===== config.mk =====
export PLATFORM = sky130hd
export DESIGN_NAME = scb_top
export DESIGN_NICKNAME = d
export VERILOG_FILES = /design/src/design/scb_pkg.sv /design/src/design/scb_top.sv /design/src/design/scb_wdog.sv
export SDC_FILE = /design/constraint.sdc
export NUM_CORES = 1
export LEC_CHECK = 0
export ABC_AREA = 1
export ABC_CLOCK_PERIOD_IN_PS = 5800
export BUFFER_PORTS_ARGS = -buffer_cell sky130_fd_sc_hd__buf_2
export CAP_MARGIN = 20
export CORE_ASPECT_RATIO = 1.2
export CORE_MARGIN = 2
export CORE_UTILIZATION = 40
export CTS_CLUSTER_SIZE = 28
export DETAILED_ROUTE_END_ITERATION = 7
export HOLD_SLACK_MARGIN = 0.05
export PLACE_DENSITY = 0.7
export SLEW_MARGIN = 20
export SYNTH_ARGS = -nofsm -noshare
export SYNTH_HDL_FRONTEND = slang
export SYNTH_SLANG_ARGS = --single-unit

===== constraint.sdc =====
create_clock -name aclk -period 5.8 [get_ports aclk]
set_input_delay 0.58 -clock aclk [delete_from_list [all_inputs] [get_ports aclk]]
set_output_delay 0.58 -clock aclk [all_outputs]
set_load 0.05 [all_outputs]

===== src/design/scb_pkg.sv =====
package scb_pkg;

  // ----------------------------------------------------------------
  // Register map
  // ----------------------------------------------------------------
  localparam int unsigned ADDR_W          = 8;
  localparam logic [7:0]  OFF_SYSTEM_CTRL = 8'h00;
  localparam logic [7:0]  OFF_WIDTH_SW    = 8'h04;
  localparam logic [1:0]  RESP_OKAY       = 2'h0;
  localparam logic [1:0]  RESP_SLVERR     = 2'h2;

  // ----------------------------------------------------------------
  // system_control fields
  // ----------------------------------------------------------------
  localparam int unsigned BIT_IRQ_ACTIVE  = 27;
  localparam int unsigned BIT_WD_TIMEOUT  = 26;
  localparam int unsigned BIT_WP_VIOL     = 25;
  localparam int unsigned BIT_DEC_CONFL   = 24;
  localparam int unsigned BIT_UCODE_EN    = 23;
  localparam int unsigned BIT_VECTOR_GEN  = 21;
  localparam int unsigned BIT_WP_ERR_EN   = 20;
  localparam int unsigned BIT_LOCK_SPLIT  = 19;
  localparam int unsigned BIT_EXT_WAIT    = 18;
  localparam int unsigned BIT_CONFL_EN    = 17;
  localparam int unsigned BIT_CLEAR_MASK  = 16;
  localparam int unsigned BIT_FRZ_WD      = 15;
  localparam int unsigned BIT_FRZ_T2      = 14;
  localparam int unsigned BIT_FRZ_T1      = 13;
  localparam int unsigned BIT_SYNC_ACC    = 12;
  localparam int unsigned BIT_WD_EN       = 11;
  localparam int unsigned WD_CNT_LO       = 8;
  localparam int unsigned WD_CNT_W        = 3;
  localparam logic [31:0] SYSCTL_RESET    = 32'h0000_0800;
  localparam logic [31:0] SYSCTL_RW_MASK  = 32'h00FF_FF00;
  localparam logic [31:0] SYSCTL_W1C_MASK = 32'h0F00_0000;

  // ----------------------------------------------------------------
  // bus_width_switch fields
  // ----------------------------------------------------------------
  localparam int unsigned BIT_SW_EN       = 0;
  localparam int unsigned BIT_WIDTH_SEL   = 1;
  localparam logic [1:0]  WIDTH_SW_RESET  = 2'h0;

  // ----------------------------------------------------------------
  // Timing
  // ----------------------------------------------------------------
  localparam logic [1:0]  ASYNC_WAITS     = 2'h3;
  localparam logic [1:0]  SYNC_WAITS      = 2'h0;
  localparam logic [1:0]  ONE_WAIT        = 2'h1;
  localparam int unsigned WD_TMR_W        = 15;
  localparam int unsigned WD_BASE_CYCLES  = 128;

  // ----------------------------------------------------------------
  // Carriers
  // ----------------------------------------------------------------
  typedef struct packed {
    logic              awvalid;
    logic [ADDR_W-1:0] awaddr;
    logic              wvalid;
    logic [31:0]       wdata;
    logic [3:0]        wstrb;
    logic              bready;
    logic              arvalid;
    logic [ADDR_W-1:0] araddr;
    logic              rready;
  } scb_axi_req_t;

  typedef struct packed {
    logic        awready;
    logic        wready;
    logic        bvalid;
    logic [1:0]  bresp;
    logic        arready;
    logic        rvalid;
    logic [31:0] rdata;
    logic [1:0]  rresp;
  } scb_axi_rsp_t;

  typedef struct packed {
    logic cycle_start;
    logic cycle_ack;
    logic wp_violation;
    logic cs_conflict;
  } scb_bus_evt_t;

  typedef struct packed {
    logic irq_pending;
    logic lock_active;
    logic bus_granted;
  } scb_core_t;

  typedef struct packed {
    logic       freeze_timer_one;
    logic       freeze_timer_two;
    logic       freeze_watchdog_timer;
    logic       microcode_run;
    logic       bus_clear;
    logic       grant_allow;
    logic       lock_split;
    logic       cs_wait_on_write;
    logic       cs_extra_wait;
    logic [1:0] ext_wait_states;
  } scb_ctl_t;

  typedef enum logic [1:0] {
    SCB_SW_IDLE    = 2'b00,
    SCB_SW_REQ     = 2'b01,
    SCB_SW_APPLY   = 2'b10,
    SCB_SW_RELEASE = 2'b11
  } scb_sw_state_t;

endpackage : scb_pkg


===== src/design/scb_top.sv =====
// Functional notes
// - Bits 27-24 are sticky event flags; write one clears, zero keeps.
// - All four event flags clear on system reset.
// - Interrupt-active flag sets while core has unmasked interrupt pending.
// - Watchdog expiry sets timeout flag and always raises bus error.
// - Write to read-only chip-select region sets write-protect flag.
// - Two chip selects in one cycle set decode-conflict flag.
// - Write-protect violation raises bus error only when enabled; reset 0.
// - Split bit 0: strobes held through locked cycle, grant ignores lock.
// - Split bit 1: strobes split, grant withheld, waits on both halves.
// - No grant while core lock active with split bit 1; split bit resets to zero.
// - External wait bit adds one wait to external-master cycles.
// - Decode conflict raises bus error only when its enable is 1.
// - Bus-clear mask 1 lets interrupt pending drive bus clear.
// - Async access mode (default): external accesses take three waits.
// - Sync mode: external reads may take one wait with wait bit.
// - Setting microcode enable starts communication processor microcode.
// - Three freeze enables for timer one, two, watchdog; reset 0.
// - Enabled watchdog errors unacknowledged cycles; enable resets to 1.
// - Watchdog code 0..7 selects 128 up to 16K cycles.
// - Rising switch enable runs take-bus, apply width, return sequence.
// - Width select 0 gives 8-bit bus, 1 gives 16-bit bus.
//
// Our own choices: the register addresses and the AXI4-Lite register port.
`timescale 1ns/1ps
`default_nettype none
module scb_top #(
  parameter int unsigned WD_BASE = scb_pkg::WD_BASE_CYCLES
) (
  // Clock and reset.
  input  wire logic                  aclk,
  input  wire logic                  aresetn,
  // Register bus.
  input  wire scb_pkg::scb_axi_req_t axi_req,
  output var  scb_pkg::scb_axi_rsp_t axi_rsp,
  // Bus cycle events from chip-select logic.
  input  wire scb_pkg::scb_bus_evt_t bus_evt,
  // Core status.
  input  wire scb_pkg::scb_core_t    core,
  // Control outputs to arbiter, ack generator, timers.
  output var  scb_pkg::scb_ctl_t     ctl,
  output var  logic                  bus_error,
  // Bus width switch.
  output var  logic                  core_bus_request,
  output var  logic                  data_width_16
);
  import scb_pkg::*;

  // ----------------------------------------------------------------
  // State
  // ----------------------------------------------------------------
  typedef struct packed {
    scb_axi_rsp_t      rsp;
    logic              aw_full;
    logic              w_full;
    logic [ADDR_W-1:0] aw_addr;
    logic [31:0]       w_data;
    logic [3:0]        w_strb;
    logic [31:0]       sysctl;
    logic [1:0]        wsw;
    logic              sw_en_prev;
    scb_sw_state_t     sw;
    logic              bus_req;
    logic              width16;
    logic              bus_error;
    scb_ctl_t          ctl;
  } scb_top_state_t;

  scb_top_state_t q;
  scb_top_state_t d;
  logic           wd_expire;
  logic [31:0]    wmask;
  logic [31:0]    events;
  logic           do_wr;
  logic           wr_sysctl;
  logic           wr_wsw;

  // ----------------------------------------------------------------
  // Hardware bus watchdog
  // ----------------------------------------------------------------
  // Counter lives in its own module; it only needs the live fields.
  scb_wdog #(
    .BASE_CYCLES (WD_BASE)
  ) u_wdog (
    .aclk        (aclk),
    .aresetn     (aresetn),
    .enable      (q.sysctl[BIT_WD_EN]),
    .count_sel   (q.sysctl[WD_CNT_LO +: WD_CNT_W]),
    .cycle_start (bus_evt.cycle_start),
    .cycle_ack   (bus_evt.cycle_ack),
    .expire      (wd_expire)
  );

  // ----------------------------------------------------------------
  // Byte lane mask
  // ----------------------------------------------------------------
  // Each strobe bit opens one byte of the held write data.
  genvar gi;
  generate
    for (gi = 0; gi < 4; gi++) begin : g_lane
      assign wmask[gi*8 +: 8] = {8{q.w_strb[gi]}};
    end
  endgenerate

  // ----------------------------------------------------------------
  // Event vector
  // ----------------------------------------------------------------
  // Hardware sets are OR-ed in after the clear so a same-cycle event
  // survives a software clear.
  always_comb begin
    events                 = '0;
    events[BIT_IRQ_ACTIVE] = core.irq_pending;
    events[BIT_WD_TIMEOUT] = wd_expire;
    events[BIT_WP_VIOL]    = bus_evt.wp_violation;
    events[BIT_DEC_CONFL]  = bus_evt.cs_conflict;
  end

  // Write is performed once both address and data are held.
  assign do_wr     = q.aw_full && q.w_full && !q.rsp.bvalid;
  assign wr_sysctl = do_wr && (q.aw_addr == OFF_SYSTEM_CTRL);
  assign wr_wsw    = do_wr && (q.aw_addr == OFF_WIDTH_SW);

  // ----------------------------------------------------------------
  // Next state
  // ----------------------------------------------------------------
  always_comb begin
    d           = q;
    d.bus_error = 1'b0;

    // Address and data channels are taken independently.
    if (axi_req.awvalid && q.rsp.awready) begin
      d.aw_full = 1'b1;
      d.aw_addr = axi_req.awaddr;
    end
    if (axi_req.wvalid && q.rsp.wready) begin
      d.w_full = 1'b1;
      d.w_data = axi_req.wdata;
      d.w_strb = axi_req.wstrb;
    end
    if (q.rsp.bvalid && axi_req.bready) begin
      d.rsp.bvalid = 1'b0;
    end

    // Perform the write and raise the response.
    if (do_wr) begin
      d.aw_full     = 1'b0;
      d.w_full      = 1'b0;
      d.rsp.bvalid  = 1'b1;
      d.rsp.bresp   = (wr_sysctl || wr_wsw) ? RESP_OKAY : RESP_SLVERR;
    end

    // Control fields take masked data; vector generation is stored
    // as written, software is expected to keep it at zero.
    if (wr_sysctl) begin
      d.sysctl = (q.sysctl & ~(wmask & SYSCTL_RW_MASK))
               | (q.w_data & wmask & SYSCTL_RW_MASK);
    end

    // Status: write one clears, then the events set again.
    d.sysctl = d.sysctl & ~SYSCTL_W1C_MASK
             | (q.sysctl & SYSCTL_W1C_MASK
                & ~(wr_sysctl ? (q.w_data & wmask) : '0))
             | (events & SYSCTL_W1C_MASK);

    // Width switch register sits in the lowest byte lane.
    if (wr_wsw && q.w_strb[0]) begin
      d.wsw = q.w_data[1:0];
    end

    // Read channel: answer drops first, then a new read may land.
    if (q.rsp.rvalid && axi_req.rready) begin
      d.rsp.rvalid = 1'b0;
    end
    if (axi_req.arvalid && q.rsp.arready) begin
      d.rsp.rvalid = 1'b1;
      d.rsp.rresp  = RESP_OKAY;
      unique case (axi_req.araddr)
        OFF_SYSTEM_CTRL: d.rsp.rdata = q.sysctl;
        OFF_WIDTH_SW:    d.rsp.rdata = {30'h0, q.wsw};
        default: begin
          d.rsp.rdata = 32'h0000_0000;
          d.rsp.rresp = RESP_SLVERR;
        end
      endcase
    end

    // Ready flags are registered so that outputs stay flop driven;
    // one transfer per channel is in flight at a time.
    d.rsp.awready = !d.aw_full && !d.rsp.bvalid;
    d.rsp.wready  = !d.w_full && !d.rsp.bvalid;
    d.rsp.arready = !d.rsp.rvalid;

    // Internal bus error sources; watchdog ignores the flag state.
    d.bus_error = wd_expire
                | (bus_evt.wp_violation
                   & q.sysctl[BIT_WP_ERR_EN])
                | (bus_evt.cs_conflict
                   & q.sysctl[BIT_CONFL_EN]);

    // Width switch sequencer, started only by a rising enable.
    d.sw_en_prev = q.wsw[BIT_SW_EN];
    unique case (q.sw)
      SCB_SW_IDLE: begin
        if (q.wsw[BIT_SW_EN] && !q.sw_en_prev) begin
          d.sw      = SCB_SW_REQ;
          d.bus_req = 1'b1;
        end
      end
      SCB_SW_REQ: begin
        if (core.bus_granted) begin
          d.sw = SCB_SW_APPLY;
        end
      end
      SCB_SW_APPLY: begin
        d.width16 = q.wsw[BIT_WIDTH_SEL];
        d.sw      = SCB_SW_RELEASE;
      end
      SCB_SW_RELEASE: begin
        d.bus_req = 1'b0;
        d.sw      = SCB_SW_IDLE;
      end
    endcase

    // Control outputs follow the stored fields.
    d.ctl.freeze_timer_one      = q.sysctl[BIT_FRZ_T1];
    d.ctl.freeze_timer_two      = q.sysctl[BIT_FRZ_T2];
    d.ctl.freeze_watchdog_timer = q.sysctl[BIT_FRZ_WD];
    d.ctl.microcode_run         = q.sysctl[BIT_UCODE_EN];

    // Interrupt pending only reaches bus clear when unmasked.
    d.ctl.bus_clear = q.sysctl[BIT_CLEAR_MASK]
                    & core.irq_pending;

    // Grant is withheld for the whole locked cycle when split;
    // otherwise the arbiter grants regardless of the lock.
    d.ctl.grant_allow = !(q.sysctl[BIT_LOCK_SPLIT]
                          & core.lock_active);
    d.ctl.lock_split  = q.sysctl[BIT_LOCK_SPLIT]
                      & core.lock_active;
    d.ctl.cs_wait_on_write = q.sysctl[BIT_LOCK_SPLIT];

    // Extra wait for chip-select acks to external masters.
    d.ctl.cs_extra_wait = q.sysctl[BIT_EXT_WAIT];

    // Wait states for external-master accesses to internal space.
    // The first mode change arrives in async mode, so three waits
    // cover it without special handling.
    if (!q.sysctl[BIT_SYNC_ACC]) begin
      d.ctl.ext_wait_states = ASYNC_WAITS;
    end else if (q.sysctl[BIT_EXT_WAIT]) begin
      d.ctl.ext_wait_states = ONE_WAIT;
    end else begin
      d.ctl.ext_wait_states = SYNC_WAITS;
    end
  end

  // ----------------------------------------------------------------
  // State register
  // ----------------------------------------------------------------
  // Reset loads constants only; outputs settle to their reset meaning.
  always_ff @(posedge aclk) begin
    if (!aresetn) begin
      q                     <= '0;
      q.sysctl              <= SYSCTL_RESET;
      q.wsw                 <= WIDTH_SW_RESET;
      q.sw                  <= SCB_SW_IDLE;
      q.ctl.grant_allow     <= 1'b1;
      q.ctl.ext_wait_states <= ASYNC_WAITS;
    end else begin
      q <= d;
    end
  end

  // ----------------------------------------------------------------
  // Outputs
  // ----------------------------------------------------------------
  assign axi_rsp          = q.rsp;
  assign ctl              = q.ctl;
  assign bus_error        = q.bus_error;
  assign core_bus_request = q.bus_req;
  assign data_width_16    = q.width16;

endmodule : scb_top
`default_nettype wire


===== src/design/scb_wdog.sv =====
`timescale 1ns/1ps
`default_nettype none
module scb_wdog #(
  parameter int unsigned BASE_CYCLES = scb_pkg::WD_BASE_CYCLES
) (
  // Clock and reset.
  input  wire logic                        aclk,
  input  wire logic                        aresetn,
  // Control.
  input  wire logic                        enable,
  input  wire logic [scb_pkg::WD_CNT_W-1:0] count_sel,
  // Bus cycle tracking.
  input  wire logic                        cycle_start,
  input  wire logic                        cycle_ack,
  // Timeout pulse.
  output var  logic                        expire
);
  import scb_pkg::*;

  typedef struct packed {
    logic                running;
    logic [WD_TMR_W-1:0] cnt;
    logic                expire;
  } scb_wdog_state_t;

  scb_wdog_state_t     q;
  scb_wdog_state_t     d;
  logic [WD_TMR_W-1:0] last;

  // ----------------------------------------------------------------
  // Counter
  // ----------------------------------------------------------------
  // Last count before expiry; the base doubles per code step.
  assign last = (WD_TMR_W'(BASE_CYCLES) << count_sel) - WD_TMR_W'(1);

  // While enabled, a new cycle always restarts, so a late ack cannot leak over.
  always_comb begin
    d        = q;
    d.expire = 1'b0;
    if (!enable) begin
      d.running = 1'b0;
    end else if (cycle_start) begin
      d.running = 1'b1;
      d.cnt     = '0;
    end else if (q.running) begin
      if (cycle_ack) begin
        d.running = 1'b0;
      end else if (q.cnt == last) begin
        d.running = 1'b0;
        d.expire  = 1'b1;
      end else begin
        d.cnt = q.cnt + WD_TMR_W'(1);
      end
    end
  end

  // State register.
  always_ff @(posedge aclk) begin
    if (!aresetn) begin
      q <= '0;
    end else begin
      q <= d;
    end
  end

  assign expire = q.expire;

endmodule : scb_wdog
`default_nettype wire


==> impl_metrics.py, run 1 <==
metrics = {
    "synthesis": {
        "ys_seq_area_frac": 0.439,
        "synth-seq-cells": 121,
        "syn_area_per_cell_um2": 7.41,
        "yosys-mux-area-fraction": 0,
        "synth-xor-area-share": 0.00317,
        "synthAdderAreaFrac": 0.0159,
        "synth_simple_gate_area_frac": 0.253,
        "synth_top_family_by_area": "simple AND/OR/NAND/NOR gates",
        "syn_area_mm2": 0.00552,
        "ys_warn_count": 0,
        "synth_compound_area_frac": 0.147,
        "postSynthCellCount": 745,
        "synth_cell_types": 37,
    },
    "sta": {
        "skew_ns": 0.00630,
        "max_freq_ghz": 0.429,
        "hold_viol": 0,
        "rsz0062_at_grt": "false",
        "max-slew-margin-rel": 0.329,
        "finalCriticalPeriod_ns": 2.33,
        "fin_tns_setup_ns": 0,
        "finalCritPeriodShare": 0.402,
        "setup_violations": 0,
        "timing.hold.ws_ns": 0.355,
        "worst_slew_pin_slew_ns": 1.00,
        "drv_slew": 0,
        "finalWorstSetupSlack_ns": 3.47,
    },
    "global_routing": {
        "grt_pass1_wl_um": 20300,
        "grt_antenna_before_repair": 0,
        "grt_max_degree": 88,
        "grt_usage": 0.169,
        "grt_pass1_vias": 4363,
        "overflow": 0,
    },
    "status": {
        "status": "finished clean",
    },
    "die": {
        "io_pins": 121,
        "die_h_um": 133,
        "die_area_mm2": 0.0148,
        "rows": 47,
        "dieWidth_um": 111,
        "coreArea_mm2": 0.0136,
        "start_util": 0.405,
    },
    "cells_and_area": {
        "post-route-util": 0.468,
        "n_antenna_cell": 0,
        "syn_to_final_growth_pct": 15.6,
        "design_area_mm2": 0.00638,
        "layout_commonest_cell": "dfxtp_1",
        "final_cell_mix": "dfxtp_1 (121), nand2_1 (105), nor2_1 (100)",
        "fin_cells": 977,
        "final_nets": 866,
        "layout-drive-gt1-share": 0.211,
    },
    "clock_network": {
        "clockBufferDepth": 2,
        "cts_tree": "done",
        "root_buffer": "clkbuf_16",
        "cts.clk_slew.worst_paths_ns": 0.06,
        "clk_latency_ns": 0.41,
        "cts_resized": 0,
        "cts_setup_buffers": 0,
        "htreeDepth": 4,
        "numCtsBuffers": 17,
        "hold_buffers": 0,
        "cts.sinks": 121,
    },
    "detailed_routing": {
        "dr.pass1.iters": 5,
        "drc": 0,
        "vias": 4709,
        "vias_per_cell": 4.82,
        "antenna_left": 0,
        "wirelength_um": 12300,
        "routedWlPerCell_um": 12.6,
        "drt_iter0_markers": 320,
    },
    "place": {
        "dp_slack_ns": 3.24,
        "placedCellCount": 944,
        "port_buffers": 98,
        "post-dp-hpwl_um": 8540,
        "place_congestion": 0.881,
        "dpl_cell_area_mm2": 0.00576,
    },
    "power": {
        "fin_total_pwr_mw": 2.18,
        "ir_drop_mv": 0.190,
        "powerDensity_mw_per_mm2": 342,
        "p_leak_nw": 2.72,
    },
    "setup_path": {
        "path_cells": "nor2_1 > nand2_1 > ha_1 > inv_1 > nand2_1 > nand2_1 > nand2_1 > nand2_1 > nand2_1 > nor2_1 > nand2_1 > nand2_2 > nand2_4 > nand2_4 > nand2_1 > nand2_1 > nor2_1",
        "crit_family": "simple AND/OR/NAND/NOR gates",
        "worstPathArrival_ns": 2.63,
        "worst_ep_required_time_ns": 6.09,
        "crit_buf_inv": 1,
        "reg2reg_setup_slack_ns": 3.47,
        "max_stage_delay_ns": 0.39,
        "startpoint_type": "register",
        "cpMostUsedCell": "nand2_1",
        "end_kind": "register",
        "worstSetupPathType": "reg2reg",
        "path_max_fanout": 19,
        "critPathSlowestCell": "dfxtp_1",
    },
    "hold_path": {
        "hold_path.class": "in2reg",
    },
    "job": {
        "maxCapViolCount": 0,
    },
}
==> logic make-up (layout without fill, tap and decap cells) <==
kind of cell | Yosys count | after routing
AND/OR/NAND/NOR | 315 | 315
flip-flops | 121 | 121
AO/OA/AOI/OAI | 149 | 149
other | 1 | 12
XOR/XNOR | 2 | 2
adder cells (fa/ha/maj) | 7 | 7
buffers and inverters | 150 | 200
==> where the power goes <==
part | internal, mW | leakage [nW] | switching (mW)
clock network | 0.641 | 0.282 | 0.398
registers | 0.875 | 0.987 | 0.0244
logic | 0.0689 | 1.45 | 0.174
==> final timing paths <==
path | from | endpoint | depth (start not counted)
worst max-delay path | register | u_wdog.q[2] | 17
worst min-delay path | core[1] | ctl[5] | 2
worst max register to register | register | u_wdog.q[2] | 17
worst min register to register | q[95] | axi_rsp[39] | 1
==> cell type report <==
| class | count | area, µm² |
|---|---|---|
| multi-input cells | 485 | 2360 |
| well taps | 171 | 214 |
| fillers | 1347 | 7260 |
| repair buffers | 102 | 541 |
| inverters | 66 | 248 |
| flip-flops and latches | 121 | 2420 |
| clock buffers | 17 | 425 |
| clock inverters | 15 | 169 |
==> cells in the mapped netlist (all sizes together) <==
cell,n,area share
nand3,56,0.052
nor3b,2,0.0027
conb,1,0.00068
clkinv,4,0.0027
nand4,7,0.0079
buf,58,0.079
nor3,18,0.018
o21ai,75,0.068
nor2,104,0.073
nand2,120,0.090
a21oi,63,0.063
xnor2,1,0.0016
o31ai,4,0.0054
o21bai,1,0.0014
o2111ai,1,0.0016
ha,7,0.016
or2,2,0.0023
a221oi,1,0.0016
nor4,5,0.0057
dfxtp,121,0.44
a21o,1,0.0014
clkbuf,26,0.018
a211oi,3,0.0041
inv,62,0.042
xor2,1,0.0016
nand3b,1,0.0014
==> layer usage <==
layer / wire [µm] / GRT usage / vias up
met3: 557 / 0.0435 / 12
met2: 6120 / 0.289 / 112
met1: 5500 / 0.202 / 2118
met4: 139 / 0.0652 / 0
met5: 0 / 0 / -
li1: - / - / 2467
(Power assumes the default switching activity.)
==> run 2, diff against run 1 <==
- ABC_CLOCK_PERIOD_IN_PS: 5800 -> 2009
- PLACE_DENSITY: 0.7 -> 0.72
- clock period: 5.8 -> 2.01 ns (I/O delays scaled with it)
==> run 2 against run 1 <==
  * Largest cell class is now multi-input gates
  * Setup slack worse by 3.4 ns
  * Critical endpoint is now u_wdog.q[6]
  * Combinational power grew to 3.1 times the previous value
  * Sequential power grew to 2.9 times the previous value
==> impl_metrics.py, run 2 (same netlist as run 1, synthesis figures left out) <==
metrics = {
    "clock_network": {
        "root_buffer": "clkbuf_16",
        "cts.sinks": 121,
        "htreeDepth": 4,
        "numCtsBuffers": 17,
        "clockBufferDepth": 2,
        "cts_tree": "done",
        "cts.clk_slew.worst_paths_ns": 0.06,
        "clk_latency_ns": 0.41,
    },
    "sta": {
        "skew_ns": 0.00907,
        "fin_tns_setup_ns": 0,
        "finalCritPeriodShare": 0.979,
        "max-slew-margin-rel": 0.549,
        "finalWorstSetupSlack_ns": 0.0415,
        "hold_viol": 0,
        "drv_slew": 0,
        "rsz0062_at_grt": "true",
        "worst_slew_pin_slew_ns": 0.675,
        "setup_violations": 0,
        "max_freq_ghz": 0.508,
        "finalCriticalPeriod_ns": 1.97,
    },
    "setup_path": {
        "path_cells": "nor2_4 > nand2_2 > ha_4 > nand3_2 > nand2_1 > o21bai_1 > nand2_1 > nor2_1 > nand2_1 > nand2_2 > nand2_4 > nand2_4 > buf_12 > nand2_4 > a21oi_2",
        "critPathSlowestCell": "dfxtp_4",
        "worst_ep_required_time_ns": 2.36,
        "startpoint_type": "register",
        "path_max_fanout": 8,
        "worstSetupPathType": "reg2reg",
        "r2r-end": "u_wdog.q[6]",
        "worstPathArrival_ns": 2.32,
        "reg2reg_setup_slack_ns": 0.04,
        "end_kind": "register",
        "max_stage_delay_ns": 0.36,
        "rr_worst_depth": 15,
    },
    "cells_and_area": {
        "final_nets": 909,
        "layout-drive-gt1-share": 0.256,
        "post-route-util": 0.499,
        "final_cell_mix": "dfxtp_1 (117), nand2_1 (102), nor2_1 (98), buf_2 (98), o21ai_0 (75)",
        "syn_to_final_growth_pct": 23.2,
        "design_area_mm2": 0.00680,
        "n_antenna_cell": 0,
        "layout_commonest_cell": "dfxtp_1",
    },
    "detailed_routing": {
        "dr.pass1.iters": 5,
        "drc": 0,
        "routedWlPerCell_um": 12.8,
        "antenna_left": 0,
        "vias": 4933,
        "drt_iter0_markers": 316,
        "vias_per_cell": 4.84,
        "wirelength_um": 13100,
    },
    "global_routing": {
        "grt_util_met1": 0.219,
        "grt-busiest-layer": "met2",
        "overflow": 0,
        "grtUsageMet2": 0.307,
        "grt_antenna_before_repair": 0,
        "grt_pass1_wl_um": 21600,
        "grt_usage": 0.181,
        "grt_max_degree": 35,
        "grtUsageMet3": 0.0412,
        "grt_pass1_vias": 4616,
    },
    "power": {
        "ir_drop_mv": 0.588,
        "seq_power_share": 0.411,
        "comb_power_share": 0.119,
        "powerDensity_mw_per_mm2": 927,
        "p_leak_nw": 2.94,
        "power_switching_mw": 1.80,
        "p_sw_frac": 0.285,
        "intPower_mw": 4.51,
        "p_clk_frac": 0.470,
    },
    "hold_path": {
        "hp-start": "axi_req[51]",
        "holdPathEnd": "q[90]",
        "hold_depth": 3,
        "hold_path.class": "in2reg",
    },
    "place": {
        "place_congestion": 0.836,
        "dp_slack_ns": -0.000459,
        "post-dp-hpwl_um": 9070,
        "port_buffers": 98,
        "dpl_cell_area_mm2": 0.00596,
    },
    "die": {
        "die_area_mm2": 0.0148,
        "die_h_um": 133,
        "dieWidth_um": 111,
        "start_util": 0.405,
        "io_pins": 121,
        "rows": 47,
        "coreArea_mm2": 0.0136,
    },
    "status": {
        "status": "finished clean",
    },
    "job": {
        "maxCapViolCount": 0,
    },
}
-- run 2: cell types whose count changed in the layout (fill, tap and decap cells not counted), moves of 4 or more --
cell,previous run,this run
buf_4,3,30
clkinv_4,5,1
dfxtp_1,121,117
dlygate4sd3_1,0,14
inv_6,3,7
nand3_1,55,51
nand3_2,1,5
-- run 2: what timing repair did --
item	4_1_cts	5_1_grt
endpoints found under the setup margin	0	18
hold buffers	14	0
hold endpoints to repair	15	0
resized for setup	0	24
setup buffers	0	6
-- run 2: final cells by class --
type,count,area [µm²]
fill,1324,6840
inverter,66,248
timing repair buffer,145,898
sequential,121,2430
clock buffer,17,425
clock inverter,15,156
multi-input combinational,485,2430
tap,171,214
-- run 2: stage by stage --
| stage | hold WS, ns | total power [mW] | std cells |
|---|---|---|---|
| 5_1_grt | 0.0526 | 6.57 | 1020 |
| 4_1_cts | 0.0502 | 6.35 | 1014 |
| 6_report | 0.0535 | 6.31 | 1020 |
| 3_5_place_dp | 0.390 | 3.36 | 968 |
| 2_1_floorplan | 0.289 | 3.23 | 756 |
| 3_3_place_gp | 0.385 | 3.35 | 968 |
-- run 2: how the worst max path moves through the flow --
stage,startpoint,end,slack [ns],cells after the start
4_1_cts,register,u_wdog.q[6],0.008,17
3_3_place_gp,register,u_wdog.q[3],0.03,15
3_5_place_dp,register,u_wdog.q[7],-0.0005,15
5_1_grt,register,u_wdog.q[6],-0.09,15
2_1_floorplan,register,u_wdog.q[3],0.02,14
6_report,register,u_wdog.q[6],0.04,15
-- run 2: worst max-delay path, delay by kind of cell (launching register included) --
family	cells	cell delay, ns
AOI/OAI and AO/OA	2	0.27
and+or+nand+nor	11	0.95
DFF	1	0.36
buffers and inverters	1	0.13
adders and majority gates	1	0.19
-- run 2: power by group through the flow --
stage | sequential (mW) | clock (mW) | combinational, mW
after detailed placement | 2.65 | 0 | 0.718
after floorplan | 2.65 | 0 | 0.579
final | 2.59 | 2.96 | 0.750
after CTS | 2.59 | 3.01 | 0.743
after global routing | 2.61 | 3.13 | 0.834
after global placement | 2.64 | 0 | 0.707
-- run 2: metal layers --
| layer | routed length [µm] | part of all wire |
|---|---|---|
| met2 | 6410 | 0.49 |
| met3 | 659 | 0.050 |
| met4 | 175 | 0.013 |
| met1 | 5810 | 0.45 |
| met5 | 0 | 0 |
==> run 3, diff against run 2 <==
- ABC_AREA: 1 -> unset
- PLACE_DENSITY: 0.72 -> 0.73
==> run 3 against run 2 <==
  * The flow now finishes with violations (setup timing)
  * Final area fell by 2.4%
  * Sequential cell count did not move
  * Die area fell by 5.3%
  * Cell count fell by 12%
  * Clock skew fell by 0.0020 ns
  * Synthesized cell count fell by 18%
  * Critical endpoint is now u_wdog.q[11]
  * Largest cell class is now registers
  * Largest power group unchanged
==> impl_metrics.py, run 3 <==
metrics = {
    "status": {
        "status": "finished with violations",
        "failed_checks": "setup timing",
    },
    "detailed_routing": {
        "vias": 4404,
        "antenna_left": 0,
        "wirelength_um": 12000,
        "dr.pass1.iters": 4,
        "routedWlPerCell_um": 13.4,
        "drc": 0,
        "vias_per_cell": 4.92,
        "drt_iter0_markers": 211,
    },
    "synthesis": {
        "synth_ff_type": "dfxtp_1",
        "synth_top_family_by_area": "simple AND/OR/NAND/NOR gates",
        "yosys.area.top_type": "dfxtp_1",
        "ys_seq_area_frac": 0.464,
        "synth_cell_types": 55,
        "syn_area_mm2": 0.00522,
        "synth_simple_gate_area_frac": 0.215,
        "ys_warn_count": 0,
        "syn_area_per_cell_um2": 8.58,
        "synth_area_leaders": "dfxtp_1 (46%), nand2_1 (8.0%), buf_4 (7.6%)",
        "synth.most_common_cell": "dfxtp_1",
        "synth_enable_flop_cells": 0,
        "synthDominantCellAreaShare": 0.464,
        "synth-xor-area-share": 0.00983,
        "synth_compound_area_frac": 0.172,
        "postSynthCellCount": 608,
        "async_reset_ff_frac": 0,
        "yosys-mux-area-fraction": 0.00768,
        "synth-seq-cells": 121,
        "synthAdderAreaFrac": 0.0168,
        "synth_commonest_cells": "dfxtp_1 (121), nand2_1 (111), a21oi_1 (61)",
    },
    "place": {
        "port_buffers": 98,
        "placedCellCount": 825,
        "post-dp-hpwl_um": 7960,
        "place_congestion": 0.798,
        "dp_slack_ns": -0.256,
    },
    "sta": {
        "rsz0062_at_grt": "true",
        "finalWorstSetupSlack_ns": -0.220,
        "hold_viol": 0,
        "setup_violations": 17,
        "finalCriticalPeriod_ns": 2.23,
        "worst_slew_pin_slew_ns": 0.789,
        "drv_slew": 0,
        "max-slew-margin-rel": 0.474,
        "finalCritPeriodShare": 1.11,
        "skew_ns": 0.00709,
        "max_freq_ghz": 0.448,
        "fin_tns_setup_ns": -2.87,
    },
    "die": {
        "die_area_mm2": 0.0140,
        "dieWidth_um": 108,
        "die_h_um": 129,
        "coreArea_mm2": 0.0127,
        "io_pins": 121,
        "rows": 45,
        "start_util": 0.412,
    },
    "hold_path": {
        "hold_depth": 3,
        "holdPathEnd": "q[80]",
        "hold_path.class": "in2reg",
        "hp-start": "axi_req[40]",
    },
    "cells_and_area": {
        "n_antenna_cell": 0,
        "layout_commonest_cell": "dfxtp_1",
        "layout-drive-gt1-share": 0.265,
        "fin_cells": 896,
        "syn_to_final_growth_pct": 27.3,
        "final_cell_mix": "dfxtp_1 (119), nand2_1 (108), buf_2 (98)",
        "final_nets": 793,
    },
    "setup_path": {
        "r2r-end": "u_wdog.q[11]",
        "startpoint_type": "register",
        "worstSetupPathType": "reg2reg",
        "reg2reg_setup_slack_ns": -0.22,
        "end_kind": "register",
        "rr_worst_depth": 10,
        "path_max_fanout": 12,
        "worst_ep_required_time_ns": 2.34,
        "worstPathArrival_ns": 2.56,
    },
    "clock_network": {
        "clockBufferDepth": 2,
        "numCtsBuffers": 17,
        "cts.clk_slew.worst_paths_ns": 0.05,
        "root_buffer": "clkbuf_16",
        "cts_tree": "done",
        "cts.sinks": 121,
        "htreeDepth": 4,
        "clk_latency_ns": 0.41,
    },
    "global_routing": {
        "grt_util_met1": 0.217,
        "grtUsageMet3": 0.0488,
        "grt_pass1_vias": 4041,
        "grt_pass1_wl_um": 19500,
        "grtUsageMet2": 0.301,
        "grt_antenna_before_repair": 0,
        "grt-busiest-layer": "met2",
        "grt_max_degree": 79,
        "grt_usage": 0.179,
        "overflow": 0,
    },
    "power": {
        "p_leak_nw": 2.72,
        "fin_total_pwr_mw": 5.57,
        "powerDensity_mw_per_mm2": 839,
        "ir_drop_mv": 0.434,
        "intPower_mw": 4.20,
        "power_switching_mw": 1.37,
        "p_sw_frac": 0.245,
        "p_clk_frac": 0.462,
        "comb_power_share": 0.087,
        "seq_power_share": 0.451,
    },
    "job": {
        "maxCapViolCount": 0,
    },
}
-- run 3: changes by cell type after synthesis, moves of 13 or more --
cell | previous run | this run
inv_1 | 60 | 8
o21ai_0 | 75 | 0
nand2_2 | 13 | 0
nand3_1 | 55 | 24
a22oi_1 | 0 | 20
nor2_1 | 100 | 51
-- run 3: metal layers --
layer | wire length, µm | vias to the layer above
met5 | 0 | -
met4 | 201 | 0
met3 | 545 | 17
met2 | 6050 | 118
met1 | 5250 | 2022
li1 | - | 2247
-- run 3: cell families after synthesis --
family | after synthesis
simple gates | 247
compound gates | 130
flops | 121
buf+inv | 93
fa+ha+maj | 7
xor+xnor | 5
mux | 4
other cells | 1
-- run 3: layout make-up --
class                           count  area (µm²)
Sequential cell                   121        2420
Timing Repair Buffer              167        1130
Tap cell                          164         205
Fill cell                        1177        6030
Inverter                            8        30.0
Multi-Input combinational cell    405        2350
Clock inverter                      9        53.8
Clock buffer                       22         444
-- run 3: worst max-delay path, cell delays in order (launching register included) --
cell and delay (ns):
dfxtp_2 0.33, nor2_4 0.13, nand2_2 0.08, ha_4 0.19
or4_4 0.41, o211ai_2 0.09, a32oi_4 0.16, a2111oi_4 0.38
buf_12 0.19, nor3_1 0.06, o22ai_1 0.13
-- run 3: worst max path at each step --
| stage | end | slack (ns) | cells past startpoint |
|---|---|---|---|
| after floorplan | u_wdog.q[8] | -0.35 | 12 |
| after global placement | u_wdog.q[2] | -0.20 | 10 |
| after detailed placement | u_wdog.q[2] | -0.26 | 10 |
| after CTS | u_wdog.q[10] | -0.22 | 10 |
| after global routing | u_wdog.q[11] | -0.32 | 12 |
| final | u_wdog.q[11] | -0.22 | 10 |
-- run 3: repair_timing --
item	in CTS	in global routing
pin swaps	5	2
endpoints found under the hold margin	37	1
setup endpoints to repair	17	18
resized for setup	14	5
hold buffers	37	1
setup buffers	1	1
-- run 3: metrics by stage --
stage	instance area [µm²]	hold slack (ns)	util
6_report	6640	0.0722	0.524
5_1_grt	6640	0.0678	0.524
4_1_cts	6600	0.0503	0.521
3_5_place_dp	5650	0.441	0.446
3_3_place_gp	5650	0.436	0.446
2_1_floorplan	5270	0.295	-
-- run 3: power by group through the flow --
stage	logic [mW]	registers, mW	clock network [mW]
final	0.485	2.51	2.57
after global placement	0.416	2.56	0
after detailed placement	0.420	2.56	0
after floorplan	0.335	2.54	0
after global routing	0.537	2.52	2.74
after CTS	0.479	2.51	2.62
